[config.mk]
export PLATFORM = sky130hd
export DESIGN_NAME = rseel_logger
export DESIGN_NICKNAME = d
export VERILOG_FILES = /design/src/rtl/rseel_pkg.sv /design/src/rtl/rseel_logger.sv
export SDC_FILE = /design/constraint.sdc
export NUM_CORES = 1
export LEC_CHECK = 0
export BUFFER_PORTS_ARGS = -buffer_cell sky130_fd_sc_hd__clkbuf_2
export CORE_ASPECT_RATIO = 1.2
export CORE_MARGIN = 5
export CORE_UTILIZATION = 50
export CTS_CLUSTER_SIZE = 10
export DETAILED_ROUTE_END_ITERATION = 6
export GPL_TIMING_DRIVEN = 0
export HOLD_SLACK_MARGIN = 0.08
export PLACE_DENSITY = 0.75
export SLEW_MARGIN = 20
export SYNTH_ARGS = -nofsm -noshare
export SYNTH_HDL_FRONTEND = slang
export SYNTH_SLANG_ARGS = --single-unit
export TNS_END_PERCENT = 20
[constraint.sdc]
create_clock -name core_clk_in -period 3.25 [get_ports core_clk_in]
set_input_delay 0.325 -clock core_clk_in [delete_from_list [all_inputs] [get_ports core_clk_in]]
set_output_delay 0.325 -clock core_clk_in [all_outputs]
set_load 0.01 [all_outputs]
[src/rtl/rseel_pkg.sv]
// offsets, field positions and reset values of the receive error event logger
package rseel_pkg;

  // data and address widths
  localparam int DATA_W = 16;
  localparam int ADDR_W = 16;

  // register offsets
  localparam logic [15:0] CTRL_OFS = 16'h3000;
  localparam logic [15:0] STAT_OFS = 16'h3002;
  localparam logic [15:0] MEID_OFS = 16'h3010;
  localparam logic [15:0] MECT_OFS = 16'h3012;
  localparam logic [15:0] UEID_OFS = 16'h3020;

  // reset values
  localparam logic [15:0] CTRL_RST = 16'h0000;
  localparam logic [15:0] STAT_RST = 16'h0000;
  localparam logic [15:0] MEID_RST = 16'h0000;
  localparam logic [15:0] MECT_RST = 16'h0000;
  localparam logic [15:0] UEID_RST = 16'h0000;

  // cell fault inputs, in status bit order from bit 5
  localparam int FAULT_N    = 7;
  localparam int MISC_N     = 5;
  localparam int FAULT_LO   = 5;
  localparam int UNDERRUN_I = 5;

  // status and control fields
  localparam int MCR_BIT   = 12;
  localparam int URCR_BIT  = 13;
  localparam int ORCR_BIT  = 14;
  localparam int SERV_BIT  = 15;
  localparam int TEST_BIT  = 15;
  localparam int FLAG_HI   = 14;

  // counter limits
  localparam logic [15:0] CNT_MAX = 16'hffff;
  localparam logic [15:0] CNT_ONE = 16'h0001;
  localparam logic [15:0] ZERO_W  = 16'h0000;

endpackage

[src/rtl/rseel_logger.sv]
// receive error event logger: status flags, misc counter and source id registers
//
// Notes on behaviour
// - status bits 4 to 0 always read zero.
// - status bits 5 to 11 latch one on their cell fault events.
// - writing one to status bits 5 to 15 clears that bit.
// - status bit 12 sets when the misc counter wraps.
// - status bit 13 sets when the underrun counter wraps.
// - status bit 14 sets when the overrun counter wraps.
// - status bit 15 sets while any of bits 14 to 5 is set.
// - misc id captures control structure address bits 19 to 4 on misc faults.
// - misc id updates only for faults whose select bit is set.
// - misc id also updates while the test bit is set.
// - misc counter increments on selected faults of bits 9 to 5.
// - misc counter also increments while the test bit is set.
// - underrun id captures control structure address on write underrun.
// - underrun id also updates while the test bit is set.
// - control bits 0 to 4 select which faults are miscellaneous.
// - enabled set flags drive the receive path service request.
// - control bit 15 forces all events, counters and id updates.
//
// Strobed register access was decided locally.
`timescale 1ns/1ps

module rseel_logger (
  // clock and reset
  input  wire logic                          core_clk_in,
  input  wire logic                          reset_in,
  // register port
  input  wire logic [rseel_pkg::ADDR_W-1:0]  reg_addr_in,
  input  wire logic [rseel_pkg::DATA_W-1:0]  reg_wdata_in,
  input  wire logic                          reg_wr_in,
  input  wire logic                          reg_rd_in,
  output logic      [rseel_pkg::DATA_W-1:0]  reg_rdata_out,
  // cell fault events
  input  wire logic [rseel_pkg::FAULT_N-1:0] cell_fault_in,
  input  wire logic [15:0]                   fault_source_id_in,
  input  wire logic                          underrun_counter_wrap_in,
  input  wire logic                          overrun_counter_wrap_in,
  // service and test
  output logic                               rx_path_service_request_out,
  output logic                               force_event_test_out
);

  logic [15:0]                   ctrl_q;
  logic [15:0]                   stat_q;
  logic [15:0]                   stat_d;
  logic [15:0]                   meid_q;
  logic [15:0]                   mect_q;
  logic [15:0]                   ueid_q;
  logic [15:0]                   rdata_q;
  logic [15:0]                   w1c;
  logic [rseel_pkg::FAULT_N-1:0] event_v;
  logic [9:0]                    flag_set;
  logic                          test_on;
  logic                          misc_hit;
  logic                          misc_wrap;
  logic                          under_hit;
  logic                          wr_ctrl;
  logic                          wr_stat;
  logic                          wr_meid;
  logic                          wr_mect;
  logic                          wr_ueid;

  // address match
  function automatic logic addr_hit(input logic [15:0] addr, input logic [15:0] ofs);
    addr_hit = (addr == ofs);
  endfunction

  // write decode
  always_comb begin
    wr_ctrl = 1'b0;
    wr_stat = 1'b0;
    wr_meid = 1'b0;
    wr_mect = 1'b0;
    wr_ueid = 1'b0;
    if (!reg_wr_in) begin
      wr_ctrl = 1'b0;
    end else if (addr_hit(reg_addr_in, rseel_pkg::CTRL_OFS)) begin
      wr_ctrl = 1'b1;
    end else if (addr_hit(reg_addr_in, rseel_pkg::STAT_OFS)) begin
      wr_stat = 1'b1;
    end else if (addr_hit(reg_addr_in, rseel_pkg::MEID_OFS)) begin
      wr_meid = 1'b1;
    end else if (addr_hit(reg_addr_in, rseel_pkg::MECT_OFS)) begin
      wr_mect = 1'b1;
    end else if (addr_hit(reg_addr_in, rseel_pkg::UEID_OFS)) begin
      wr_ueid = 1'b1;
    end
  end

  // event sources
  assign test_on   = ctrl_q[rseel_pkg::TEST_BIT];
  assign event_v   = cell_fault_in | {rseel_pkg::FAULT_N{test_on}};
  assign misc_hit  = (|(cell_fault_in[rseel_pkg::MISC_N-1:0] & ctrl_q[rseel_pkg::MISC_N-1:0]))
                     | test_on;
  assign misc_wrap = misc_hit && !wr_mect && (mect_q == rseel_pkg::CNT_MAX);
  assign under_hit = event_v[rseel_pkg::UNDERRUN_I];

  // status flag set terms, bits 14 down to 5
  assign flag_set = {overrun_counter_wrap_in | test_on,
                     underrun_counter_wrap_in | test_on,
                     misc_wrap | test_on,
                     event_v};

  // write one to clear mask
  assign w1c = wr_stat ? reg_wdata_in : rseel_pkg::ZERO_W;

  // next status: set beats clear
  always_comb begin
    stat_d = rseel_pkg::STAT_RST;
    stat_d[rseel_pkg::FLAG_HI:rseel_pkg::FAULT_LO] =
      (stat_q[rseel_pkg::FLAG_HI:rseel_pkg::FAULT_LO] & ~w1c[rseel_pkg::FLAG_HI:rseel_pkg::FAULT_LO])
      | flag_set;
    stat_d[rseel_pkg::SERV_BIT] = (stat_q[rseel_pkg::SERV_BIT] & ~w1c[rseel_pkg::SERV_BIT])
      | (|stat_d[rseel_pkg::FLAG_HI:rseel_pkg::FAULT_LO]);
  end

  // control register
  always_ff @(posedge core_clk_in) begin
    if (reset_in) begin
      ctrl_q <= rseel_pkg::CTRL_RST;
    end else if (wr_ctrl) begin
      ctrl_q <= reg_wdata_in;
    end
  end

  // status register, low bits stay zero
  always_ff @(posedge core_clk_in) begin
    if (reset_in) begin
      stat_q <= rseel_pkg::STAT_RST;
    end else begin
      stat_q <= stat_d;
    end
  end

  // misc source id
  always_ff @(posedge core_clk_in) begin
    if (reset_in) begin
      meid_q <= rseel_pkg::MEID_RST;
    end else if (wr_meid) begin
      meid_q <= reg_wdata_in;
    end else if (misc_hit) begin
      meid_q <= fault_source_id_in;
    end
  end

  // misc counter
  always_ff @(posedge core_clk_in) begin
    if (reset_in) begin
      mect_q <= rseel_pkg::MECT_RST;
    end else if (wr_mect) begin
      mect_q <= reg_wdata_in;
    end else if (misc_hit) begin
      mect_q <= mect_q + rseel_pkg::CNT_ONE;
    end
  end

  // underrun source id
  always_ff @(posedge core_clk_in) begin
    if (reset_in) begin
      ueid_q <= rseel_pkg::UEID_RST;
    end else if (wr_ueid) begin
      ueid_q <= reg_wdata_in;
    end else if (under_hit) begin
      ueid_q <= fault_source_id_in;
    end
  end

  // read data, one cycle after the strobe
  always_ff @(posedge core_clk_in) begin
    if (reset_in) begin
      rdata_q <= rseel_pkg::ZERO_W;
    end else if (!reg_rd_in) begin
      rdata_q <= rseel_pkg::ZERO_W;
    end else if (addr_hit(reg_addr_in, rseel_pkg::CTRL_OFS)) begin
      rdata_q <= ctrl_q;
    end else if (addr_hit(reg_addr_in, rseel_pkg::STAT_OFS)) begin
      rdata_q <= stat_q;
    end else if (addr_hit(reg_addr_in, rseel_pkg::MEID_OFS)) begin
      rdata_q <= meid_q;
    end else if (addr_hit(reg_addr_in, rseel_pkg::MECT_OFS)) begin
      rdata_q <= mect_q;
    end else if (addr_hit(reg_addr_in, rseel_pkg::UEID_OFS)) begin
      rdata_q <= ueid_q;
    end else begin
      rdata_q <= rseel_pkg::ZERO_W;
    end
  end

  // outputs
  assign reg_rdata_out = rdata_q;
  assign rx_path_service_request_out =
    |(stat_q[rseel_pkg::FLAG_HI:rseel_pkg::FAULT_LO] & ctrl_q[rseel_pkg::FLAG_HI:rseel_pkg::FAULT_LO]);
  assign force_event_test_out = test_on;
endmodule

==> key figures, run 1 <==
CTS
  – Clk sinks: 91
  – PostCTS Resize Cnt: 0
  – Cts bufs inserted: 9
  – Root Driver: clkbuf_8
  – Post-CTS setup buffers: 0
  – Hold bufs inserted after CTS: 0
  – CTS tree: done
  – Clock latency on the worst-skew pair: 0.37 ns
  – H-tree depth: 3
  – Longest Clk Path Bufs: 2
  – Clock transition at path regs: 0.09 ns

Critical path
  – R2r startpoint: ctrl_q[15]
  – Worst EP required: 3.49 ns
  – Critical path endpoint category: flip-flop
  – Worst endpoint data arrival time: 2.29 ns
  – Internal reg-to-reg setup slack: 1.19 ns
  – Startpoint Class: flip-flop
  – Crit-path max FO: 6
  – Worst Setup Path Type: reg2reg
  – Reg2reg end: stat_q[15]
  – Worst r2r path cells: 5

Floorplanning
  – Initial core utilization: 51.4%
  – Core ar.: 0.00866 mm^2
  – Die X: 96.2 um
  – I/O pins: 79
  – Die area: 0.0109 mm^2
  – Die H: 113 um
  – Row count: 37

Worst hold path
  – Min-Delay Path Class: in2reg
  – Worst Hold Launch: cell_fault_in[0]
  – Hold Path Sink: stat_q[5]
  – WHS Path Cells: 2

Yosys
  – Mapped Nets: 544
  – Yosys top cell area share: 40.9%
  – Syn Inst Count: 482
  – Synth top cells by count: dfxtp_1, nor2_1, nand2_1
  – Ys flop type: dfxtp_1
  – Ys Warns: 0
  – Post-synthesis register bit count: 91
  – Synth top area cells: dfxtp_1, a211oi_2, mux2i_1
  – Synthesized area: 0.00445 mm^2
  – Top-count cell post-synth: dfxtp_1
  – Synth area leader: dfxtp_1
  – Register area share after synthesis: 40.9%
  – Yosys cell types: 44
  – Mapped Avg Cell Area: 9.24 um^2
  – Post-synth ARST share: 0%
  – EDFF count, synth: 0

Route
  – Average wire per standard cell: 20.5 um
  – Pre-antenna DRT Iters: 7
  – Final Routed Wirelength: 14.2 mm
  – Iter 0 DRT Violations: 494
  – Drt via density: 6.19
  – # DRC: 0
  – Routed vias: 4,282
  – Routed Antenna Nets: 0

STA
  – Rel. slew slack: 41.2%
  – RSZ-0062 raised after global routing: no
  – Setup TNS: 0 ns
  – Slew of the pin with the lowest slew margin: 0.878 ns
  – Worst Hold Slack: 0.226 ns
  – Fmax: 486 MHz
  – Final worst path period share: 63.3%
  – Post-route minimum period: 2.06 ns
  – Final number of setup-violating endpoints: 0
  – Hold Violations, Final: 0
  – Fin. max-slew vios: 0
  – Clock Skew: 0.00649 ns

Layout
  – Final cell count without fillers: 692
  – Ant diodes: 0
  – Fin nets: 633
  – Core Util, Final: 59.9%
  – Multi-input combinational cell area: 0.00242 mm^2
  – Layout area overhead: 16.4%
  – Register Area: 0.00182 mm^2
  – Fillers: 814
  – Share of layout cells above drive strength 1: 24.3%

GRT
  – Initial antenna violation count: 0
  – GR Util All Layers: 26.9%
  – Largest net degree at the start of global routing: 14
  – First-pass GRT wire length: 22.0 mm
  – GRT overflow: 0
  – Number of global-route vias before repair: 4,304

Placement
  – Port Buf Inserts: 78
  – Detailed-placement wirelength estimate: 10.8 mm
  – Gpl congestion: 0.942
  – Post-Place Cells: 677

Outcome
  – Status: finished, final reports clean

Power
  – Peak supply drop: 0.177 mV
  – Power per Cell Area: 405 mW/mm^2
  – Static leakage: 1.87 nW

Job
  – Max-cap violations: 0
-- worst max path at each step --
stage | slack, ns | start | cells after the start | end
after global routing | 0.98 | ctrl_q[15] | 5 | stat_q[15]
after floorplan | 1.36 | reg_addr_in[15] | 7 | meid_q[10]
final | 1.19 | ctrl_q[15] | 5 | stat_q[15]
after global placement | 0.92 | reg_addr_in[5] | 7 | reg_rdata_out[9]
after CTS | 1.18 | ctrl_q[15] | 5 | stat_q[15]
after detailed placement | 0.87 | reg_addr_in[15] | 7 | reg_rdata_out[1]
-- cells in the final DEF (no fill, tap or decap), types with 15 or more instances in the layout --
| master | count |
|---|---|
| a211oi_1 | 20 |
| clkbuf_1 | 22 |
| dfxtp_1 | 91 |
| nand2_1 | 40 |
| nor2_1 | 62 |
| nor3_1 | 15 |
| a21oi_1 | 32 |
| a22oi_1 | 24 |
| clkbuf_2 | 78 |
| mux2i_1 | 34 |
| a211oi_2 | 28 |
-- where the power goes --
group	internal [W]	switching, W
sequential	0.00113	0.0000165
combinational	0.0000594	0.0000957
clock	0.000393	0.000398
total	0.00159	0.000510
-- kinds of logic (layout without fill, tap and decap cells) --
logic type / Yosys count / count (layout) / synth area share [%]
simple gates: 163 / 163 / 18.4
compound gates: 135 / 135 / 25.1
flops: 91 / 91 / 40.9
buf+inv: 43 / 136 / 4.72
mux: 34 / 34 / 7.64
xor+xnor: 15 / 15 / 2.95
fa+ha+maj: 1 / 1 / 0.281
-- per-layer routing --
layer | part of all wire, % | GRT usage [%]
met1 | 38 | 31.6
met2 | 48 | 43.6
met3 | 7.6 | 4.42
met4 | 6.7 | 19.2
met5 | 0 | 0
-- final cells by class --
class	count	area share, %
Multi-Input combinational cell	348	46.7
Sequential cell	91	35.1
Timing Repair Buffer	78	7.53
Buffer	35	3.48
Clock buffer	13	3.07
Tap cell	117	2.82
Clock inverter	2	0.676
Inverter	8	0.579
-- stage by stage --
stage | worst slack (ns) | instance area (um^2) | total power (W)
after floorplan | 1.36 | 4450 | 0.00124
after global placement | 0.922 | 4990 | 0.00132
after detailed placement | 0.874 | 4990 | 0.00133
after CTS | 1.18 | 5180 | 0.00210
after global routing | 0.975 | 5180 | 0.00216
final | 1.19 | 5180 | 0.00210
-- sequential cells by signal (all words and copies together), names as in the netlist --
| name | count |
|---|---|
| ctrl_q | 16 |
| meid_q | 16 |
| mect_q | 16 |
| ueid_q | 16 |
| reg_rdata_out | 16 |
| stat_q | 11 |
-- worst max-delay path: stages (launching register included) --
cell and delay (ns):
dfxtp_1 0.38, a21o_1 0.21, o311ai_1 0.72, nor4_1 0.14
a211oi_1 0.33, a41oi_1 0.14
Power figures use the tool's default switching activity.
==> inputs of run 2 (changes only) <==
ABC_AREA = 1   (was not set)
PLACE_DENSITY = 0.77   (was 0.75)
clock period = 1.82 ns   (was 3.25 ns; I/O delays follow)
==> run 2 against run 1 <==
  * First-iteration DRC count is 0.40% lower
  * Area after synthesis is 6.8% higher
  * Clock power grew to 2.5 times the previous value
  * Final area is 8.8% higher
==> key figures, run 2 <==
Outcome
  – Status: finished, final reports clean

Yosys
  – Yosys top cell area share: 38.3% (-2.6 points)
  – Mapped Nets: 775 (+42%)
  – Ys flop type: dfxtp_1
  – Synth top area cells: dfxtp_1, nand2_1, a21oi_1
  – Post-synthesis register bit count: 91 (unchanged)
  – Mapped Avg Cell Area: 6.67 um^2 (-28%)
  – Yosys cell types: 36 (-18%)
  – Synth top cells by count: nand2_1, dfxtp_1, a21oi_1
  – Syn Inst Count: 713 (+48%)
  – Synthesized area: 0.00475 mm^2 (+6.8%)
  – Synth area leader: dfxtp_1
  – Post-synth ARST share: 0% (unchanged)
  – EDFF count, synth: 0 (unchanged)
  – Top-count cell post-synth: nand2_1
  – Ys Warns: 0 (unchanged)
  – Register area share after synthesis: 38.3% (-2.6 points)

Route
  – Routed vias: 5,160 (+21%)
  – Drt via density: 5.54 (-10%)
  – Pre-antenna DRT Iters: 5 (-2)
  – Routed Antenna Nets: 0 (unchanged)
  – Average wire per standard cell: 17.4 um (-15%)
  – Final Routed Wirelength: 16.2 mm (+14%)
  – # DRC: 0 (unchanged)
  – Iter 0 DRT Violations: 492 (-0.40%)

Layout
  – Ant diodes: 0 (unchanged)
  – Most frequent cells in the layout: nand2_1, dfxtp_1, a21oi_1, inv_1, clkbuf_2
  – Share of layout cells above drive strength 1: 17.6% (-6.8 points)
  – Layout area overhead: 18.7%
  – Commonest non-fill, non-tap cell in the layout: nand2_1
  – Fillers: 906 (+11%)
  – Fin nets: 865 (+37%)
  – Finished Cell Area: 0.00564 mm^2 (+8.8%)
  – Core Util, Final: 59.9% (about the same)

Critical path
  – CP Cell Sequence: clkbuf_2 -> nor2_1 -> nand2_1 -> nor2_4 -> nand3_1 -> clkbuf_1 -> o21ai_0 -> o2111ai_1 -> nand2_1 -> inv_1
  – Reg2reg end: meid_q[8]
  – Internal reg-to-reg setup slack: 0.20 ns (-0.99 ns)
  – Crit-path max FO: 10 (+4)
  – Crit path capture: reg_rdata_out[14]
  – Worst endpoint data arrival time: 1.92 ns (-0.37 ns)
  – CP Launch Point: reg_addr_in[11]
  – Worst EP required: 2.07 ns (-1.42 ns)
  – R2r startpoint: ctrl_q[2]
  – Worst r2r path cells: 10 (+5)
  – Most frequent CP cell: nand2_1
  – CP max stage delay: 0.39 ns (-0.33 ns)
  – Slowest-stage cell, CP: o21ai_0
  – Worst Setup Path Type: in2reg
  – Critical path endpoint category: flip-flop
  – Startpoint Class: primary input

CTS
  – Clk sinks: 91 (unchanged)
  – Root Driver: clkbuf_16
  – Clock latency on the worst-skew pair: 0.34 ns (-0.03 ns)
  – CTS tree: done
  – Cts bufs inserted: 9 (unchanged)
  – Clock transition at path regs: 0.07 ns (-0.02 ns)
  – Longest Clk Path Bufs: 2 (unchanged)
  – H-tree depth: 3 (unchanged)
  – Hold bufs inserted after CTS: 0 (unchanged)

Placement
  – Detailed-placement wirelength estimate: 12.4 mm (+15%)
  – DP Area: 0.00530 mm^2 (+6.2%)
  – Port Buf Inserts: 78 (unchanged)
  – Gpl congestion: 0.949 (+0.74%)
  – Setup WS pre-CTS: -0.124 ns (-0.998 ns)

Job
  – Max-cap violations: 0 (unchanged)

STA
  – Slew of the pin with the lowest slew margin: 0.670 ns (-0.208 ns)
  – Clock Skew: 0.00716 ns (+0.000669 ns)
  – Hold Violations, Final: 0 (unchanged)
  – Final number of setup-violating endpoints: 0 (unchanged)
  – Fmax: 596 MHz
  – Post-route minimum period: 1.68 ns
  – Setup TNS: 0 ns (unchanged)
  – Final worst slack: 0.142 ns (-1.05 ns)
  – Fin. max-slew vios: 0 (unchanged)
  – Final worst path period share: 92.2%
  – Rel. slew slack: 55.3% (+14 points)

Floorplanning
  – Core ar.: 0.00942 mm^2 (+8.8%)
  – I/O pins: 79 (unchanged)
  – Die area: 0.0116 mm^2 (+6.1%)
  – Die H: 117 um (+3.0%)
  – Die X: 99.0 um (+3.0%)
  – Row count: 39 (+5.4%)
  – Initial core utilization: 50.5% (-0.95 points)

Power
  – Power per Cell Area: 773 mW/mm^2 (+91%)
  – Static leakage: 2.54 nW (+36%)
  – Tot Pwr: 0.00436 W (+110%)
  – Peak supply drop: 0.427 mV (+140%)

GRT
  – GR Util All Layers: 28.2% (+1.3 points)
  – First-pass GRT wire length: 25.1 mm (+14%)
  – GRT overflow: 0 (unchanged)
  – Initial antenna violation count: 0 (unchanged)
  – Number of global-route vias before repair: 4,730 (+9.9%)
  – Largest net degree at the start of global routing: 16 (+2)

Worst hold path
  – Min-Delay Path Class: in2reg
[run 2: cell count changes in the layout (fill, tap and decap cells not counted), moves of 24 or more]
| cell | before | now |
|---|---|---|
| o21ai_0 | 0 | 44 |
| nand3_1 | 7 | 33 |
| inv_1 | 8 | 79 |
| mux2i_1 | 34 | 0 |
| a21oi_1 | 32 | 82 |
| nand2_1 | 40 | 197 |
| a211oi_2 | 28 | 2 |
| a22oi_1 | 24 | 0 |
| o21ai_1 | 0 | 31 |
[run 2: repair_timing]
item                       in CTS  in global routing
setup endpoints to repair       0                 16
setup buffers                   0                  1
resized for setup               0                  5
[run 2: metal layers]
layer	up-vias	share of wire (%)	track usage [%]
met4	0	4.6	13.3
li1	2515	-	-
met2	273	46	45.7
met5	-	0	0
met1	2328	41	36.4
met3	44	8.3	5.22
[run 2: area by class of cell]
type | instances | area (um^2) | area share (%)
Inverter | 87 | 328 | 5.81
Sequential cell | 91 | 1820 | 32.3
Timing Repair Buffer | 79 | 398 | 7.05
Clock inverter | 4 | 55.1 | 0.976
Tap cell | 123 | 154 | 2.73
Clock buffer | 12 | 267 | 4.72
Buffer | 31 | 150 | 2.66
Multi-Input combinational cell | 504 | 2470 | 43.7
[run 2: how the worst min path moves through the flow]
stage | slack (ns) | from | cells after the start | endpoint
after detailed placement | 0.46 | meid_q[1] | 2 | meid_q[1]
after global placement | 0.45 | meid_q[4] | 2 | meid_q[4]
after floorplan | 0.35 | reg_wdata_in[10] | 2 | ctrl_q[10]
after CTS | 0.11 | cell_fault_in[6] | 3 | stat_q[11]
after global routing | 0.13 | cell_fault_in[6] | 3 | stat_q[11]
final | 0.11 | cell_fault_in[6] | 3 | stat_q[11]
[run 2: cells by family after synthesis]
| group | Yosys count | synth area share (%) |
|---|---|---|
| AO/OA/AOI/OAI | 181 | 21.2 |
| flip-flops | 91 | 38.3 |
| AND/OR/NAND/NOR | 310 | 27.9 |
| adder cells (fa/ha/maj) | 1 | 0.263 |
| buffers and inverters | 118 | 10.1 |
| XOR/XNOR | 12 | 2.21 |
[run 2: per-stage QoR]
stage	hold slack [ns]	instances
final	0.110	931
after global routing	0.126	931
after CTS	0.111	930
after detailed placement	0.459	914
after global placement	0.452	914
after floorplan	0.345	713
[run 2: power by group]
| group | internal, W | switching (W) | total (W) | leakage (nW) |
|---|---|---|---|---|
| sequential | 0.00203 | 0.0000234 | 0.00205 | 0.740 |
| clock | 0.00118 | 0.000809 | 0.00199 | 0.155 |
| combinational | 0.000108 | 0.000211 | 0.000319 | 1.65 |
| total | 0.00332 | 0.00104 | 0.00436 | 2.54 |
[run 2: worst max-delay path: cells and delay by family]
family	cells	cell delay (ns)
compound gates	2	0.57
simple gates	5	0.81
buf+inv	3	0.37
==> inputs of run 3 (changes only) <==
CAP_MARGIN = 20   (was not set)
CORE_UTILIZATION = 51   (was 50)
PLACE_DENSITY = 0.78   (was 0.77)
==> run 3 against run 2 <==
  * Power is 14% lower
  * Die area is 1.8% lower
  * Worst hold slack worse by 0.0083 ns
  * Utilization is 0.97 points higher
  * Clock power is 30% lower
  * Non-clock buffer count is 1 higher
  * Final area is 2.0% lower
  * Maximum frequency is 1.3% lower
  * Largest power group unchanged
==> key figures, run 3 (same netlist as run 2, synthesis figures left out) <==
Layout
  – Register Area: 0.00182 mm^2 (unchanged)
  – Ant diodes: 0 (unchanged)
  – Core Util, Final: 60.9% (+0.97 points)
  – Final cell count without fillers: 929 (-0.21%)
  – Most frequent cells in the layout: nand2_1, dfxtp_1, a21oi_1, inv_1, clkbuf_2
  – Layout area overhead: 16.3%
  – Fillers: 922 (+1.8%)
  – Share of layout cells above drive strength 1: 17.3% (-0.27 points)
  – Fin nets: 866 (+0.12%)
  – Commonest non-fill, non-tap cell in the layout: nand2_1
  – Finished Cell Area: 0.00553 mm^2 (-2.0%)
  – Multi-input combinational cell area: 0.00247 mm^2 (+0.25%)

STA
  – Fmax: 589 MHz (-1.3%)
  – Hold Violations, Final: 0 (unchanged)
  – Fin. max-slew vios: 0 (unchanged)
  – Final number of setup-violating endpoints: 0 (unchanged)
  – Post-route minimum period: 1.70 ns (+0.0214 ns)
  – Slew of the pin with the lowest slew margin: 0.653 ns (-0.0169 ns)
  – Rel. slew slack: 56.4% (+1.1 points)
  – Worst Hold Slack: 0.102 ns (-0.00832 ns)
  – Clock Skew: 0.0145 ns (+0.00738 ns)
  – Final worst path period share: 93.4% (+1.2 points)

Route
  – Drt via density: 5.56 (+0.23%)
  – Routed Antenna Nets: 0 (unchanged)
  – Pre-antenna DRT Iters: 6 (+1)
  – Routed vias: 5,161 (+0.019%)
  – # DRC: 0 (unchanged)
  – Average wire per standard cell: 17.1 um (-1.3%)
  – Final Routed Wirelength: 15.9 mm (-1.5%)
  – Iter 0 DRT Violations: 448 (-8.9%)

Outcome
  – Status: finished, final reports clean

Critical path
  – Worst EP required: 2.12 ns (+0.05 ns)
  – Worst r2r path cells: 10 (unchanged)
  – Reg2reg end: meid_q[8]
  – Internal reg-to-reg setup slack: 0.12 ns (-0.08 ns)
  – Worst Setup Path Type: reg2reg
  – CP Cell Sequence: nand2_1 -> nand2_1 -> a21oi_2 -> nand3_4 -> inv_2 -> nand2_4 -> inv_2 -> buf_4 -> nand2_1 -> a21oi_1
  – Crit path capture: meid_q[8]
  – R2r startpoint: ctrl_q[2]
  – Startpoint Class: flip-flop
  – Worst endpoint data arrival time: 2.00 ns (+0.08 ns)
  – Crit-path max FO: 10 (unchanged)
  – Critical path endpoint category: flip-flop
  – CP max stage delay: 0.35 ns (-0.04 ns)
  – Most frequent CP cell: nand2_1
  – CP Launch Point: ctrl_q[2]
  – Slowest-stage cell, CP: dfxtp_1

Power
  – Peak supply drop: 0.373 mV (-13%)
  – Sw frac: 26.2% (+2.3 points)
  – Clk pwr share: 37.2% (-8.5 points)
  – Combinational power share: 8.4% (+1.1 points)
  – Internal power: 0.00278 W (-16%)
  – P_sw: 0.000988 W (-5.3%)
  – Static leakage: 2.49 nW (-2.1%)
  – Power per Cell Area: 682 mW/mm^2 (-12%)
  – Tot Pwr: 0.00377 W (-14%)
  – Sequential power share: 54.3% (+7.3 points)

Job
  – Max-cap violations: 0 (unchanged)

GRT
  – Initial antenna violation count: 0 (unchanged)
  – GR Util All Layers: 28.5% (+0.33 points)
  – First-pass GRT wire length: 25.2 mm (+0.25%)
  – GRT overflow: 0 (unchanged)
  – Number of global-route vias before repair: 4,936 (+4.4%)
  – Largest net degree at the start of global routing: 16 (unchanged)

Placement
  – Detailed-placement wirelength estimate: 12.4 mm (+0.24%)
  – Gpl congestion: 0.999 (+5.2%)
  – Post-Place Cells: 911 (-0.33%)
  – Port Buf Inserts: 78 (unchanged)
  – DP Area: 0.00530 mm^2 (about the same)

CTS
  – H-tree depth: 3 (unchanged)
  – CTS tree: done
  – Clock latency on the worst-skew pair: 0.38 ns (+0.04 ns)
  – Post-CTS setup buffers: 0 (unchanged)
  – Cts bufs inserted: 9 (unchanged)
  – Root Driver: clkbuf_8
  – Longest Clk Path Bufs: 2 (unchanged)
  – Clk sinks: 91 (unchanged)
  – Clock transition at path regs: 0.09 ns (+0.02 ns)

Floorplanning
  – Die X: 98.1 um (-0.89%)
  – Initial core utilization: 52.4% (+1.9 points)
  – Die H: 116 um (-0.90%)
  – Die area: 0.0114 mm^2 (-1.8%)
  – Core ar.: 0.00908 mm^2 (-3.6%)
  – I/O pins: 79 (unchanged)
  – Row count: 38 (-2.6%)

Worst hold path
  – Min-Delay Path Class: in2reg
==> run 3: power by group through the flow <==
stage                     Combinational (W)  Clock, W  Sequential [W]
final                              0.000318   0.00140         0.00205
after global routing               0.000350   0.00149         0.00205
after CTS                          0.000312   0.00142         0.00205
after detailed placement           0.000308         0         0.00209
after global placement             0.000301         0         0.00209
after floorplan                    0.000160         0         0.00208
==> run 3: repair_timing <==
item                       4_1_cts  5_1_grt
hold buffers                     2        0
hold endpoints to repair         2        0
setup endpoints to repair        0       19
resized for setup                0        6
==> run 3: worst min path at each step <==
stage / startpoint / endpoint / slack [ns] / cells past startpoint
floorplan: reg_wdata_in[10] / ctrl_q[10] / 0.35 / 2
global placement: meid_q[3] / meid_q[3] / 0.45 / 2
detailed placement: meid_q[1] / meid_q[1] / 0.46 / 2
CTS: underrun_counter_wrap_in / stat_q[13] / 0.09 / 3
global route: underrun_counter_wrap_in / stat_q[13] / 0.12 / 3
finish: underrun_counter_wrap_in / stat_q[13] / 0.10 / 3
==> run 3: area by class of cell <==
class	count	share of cell area (%)
buffer	31	2.72
clock buffer	11	2.38
clock inverter	5	1.11
inverter	87	5.93
multi-input combinational	504	44.7
sequential	91	33.0
tap	120	2.72
timing repair buffer	80	7.42
==> run 3: critical path, delay by kind of cell, from the launching register on <==
kind | cells | cell delay, ns
buf+inv | 3 | 0.50
compound gates | 2 | 0.30
simple gates | 5 | 0.48
flops | 1 | 0.35
==> run 3: metrics by stage <==
stage               setup TNS (ns)  setup slack [ns]
finish                           0             0.121
global route             -0.000999         -0.000999
CTS                              0         0.0000340
detailed placement          -0.259            -0.110
global placement            -0.122           -0.0887
floorplan                        0             0.362
==> run 3: routing by layer <==
metal	wire, um	track usage (%)
met5	0	0
met3	1250	3.37
met4	804	17.6
met1	6460	35.9
met2	7400	47.0
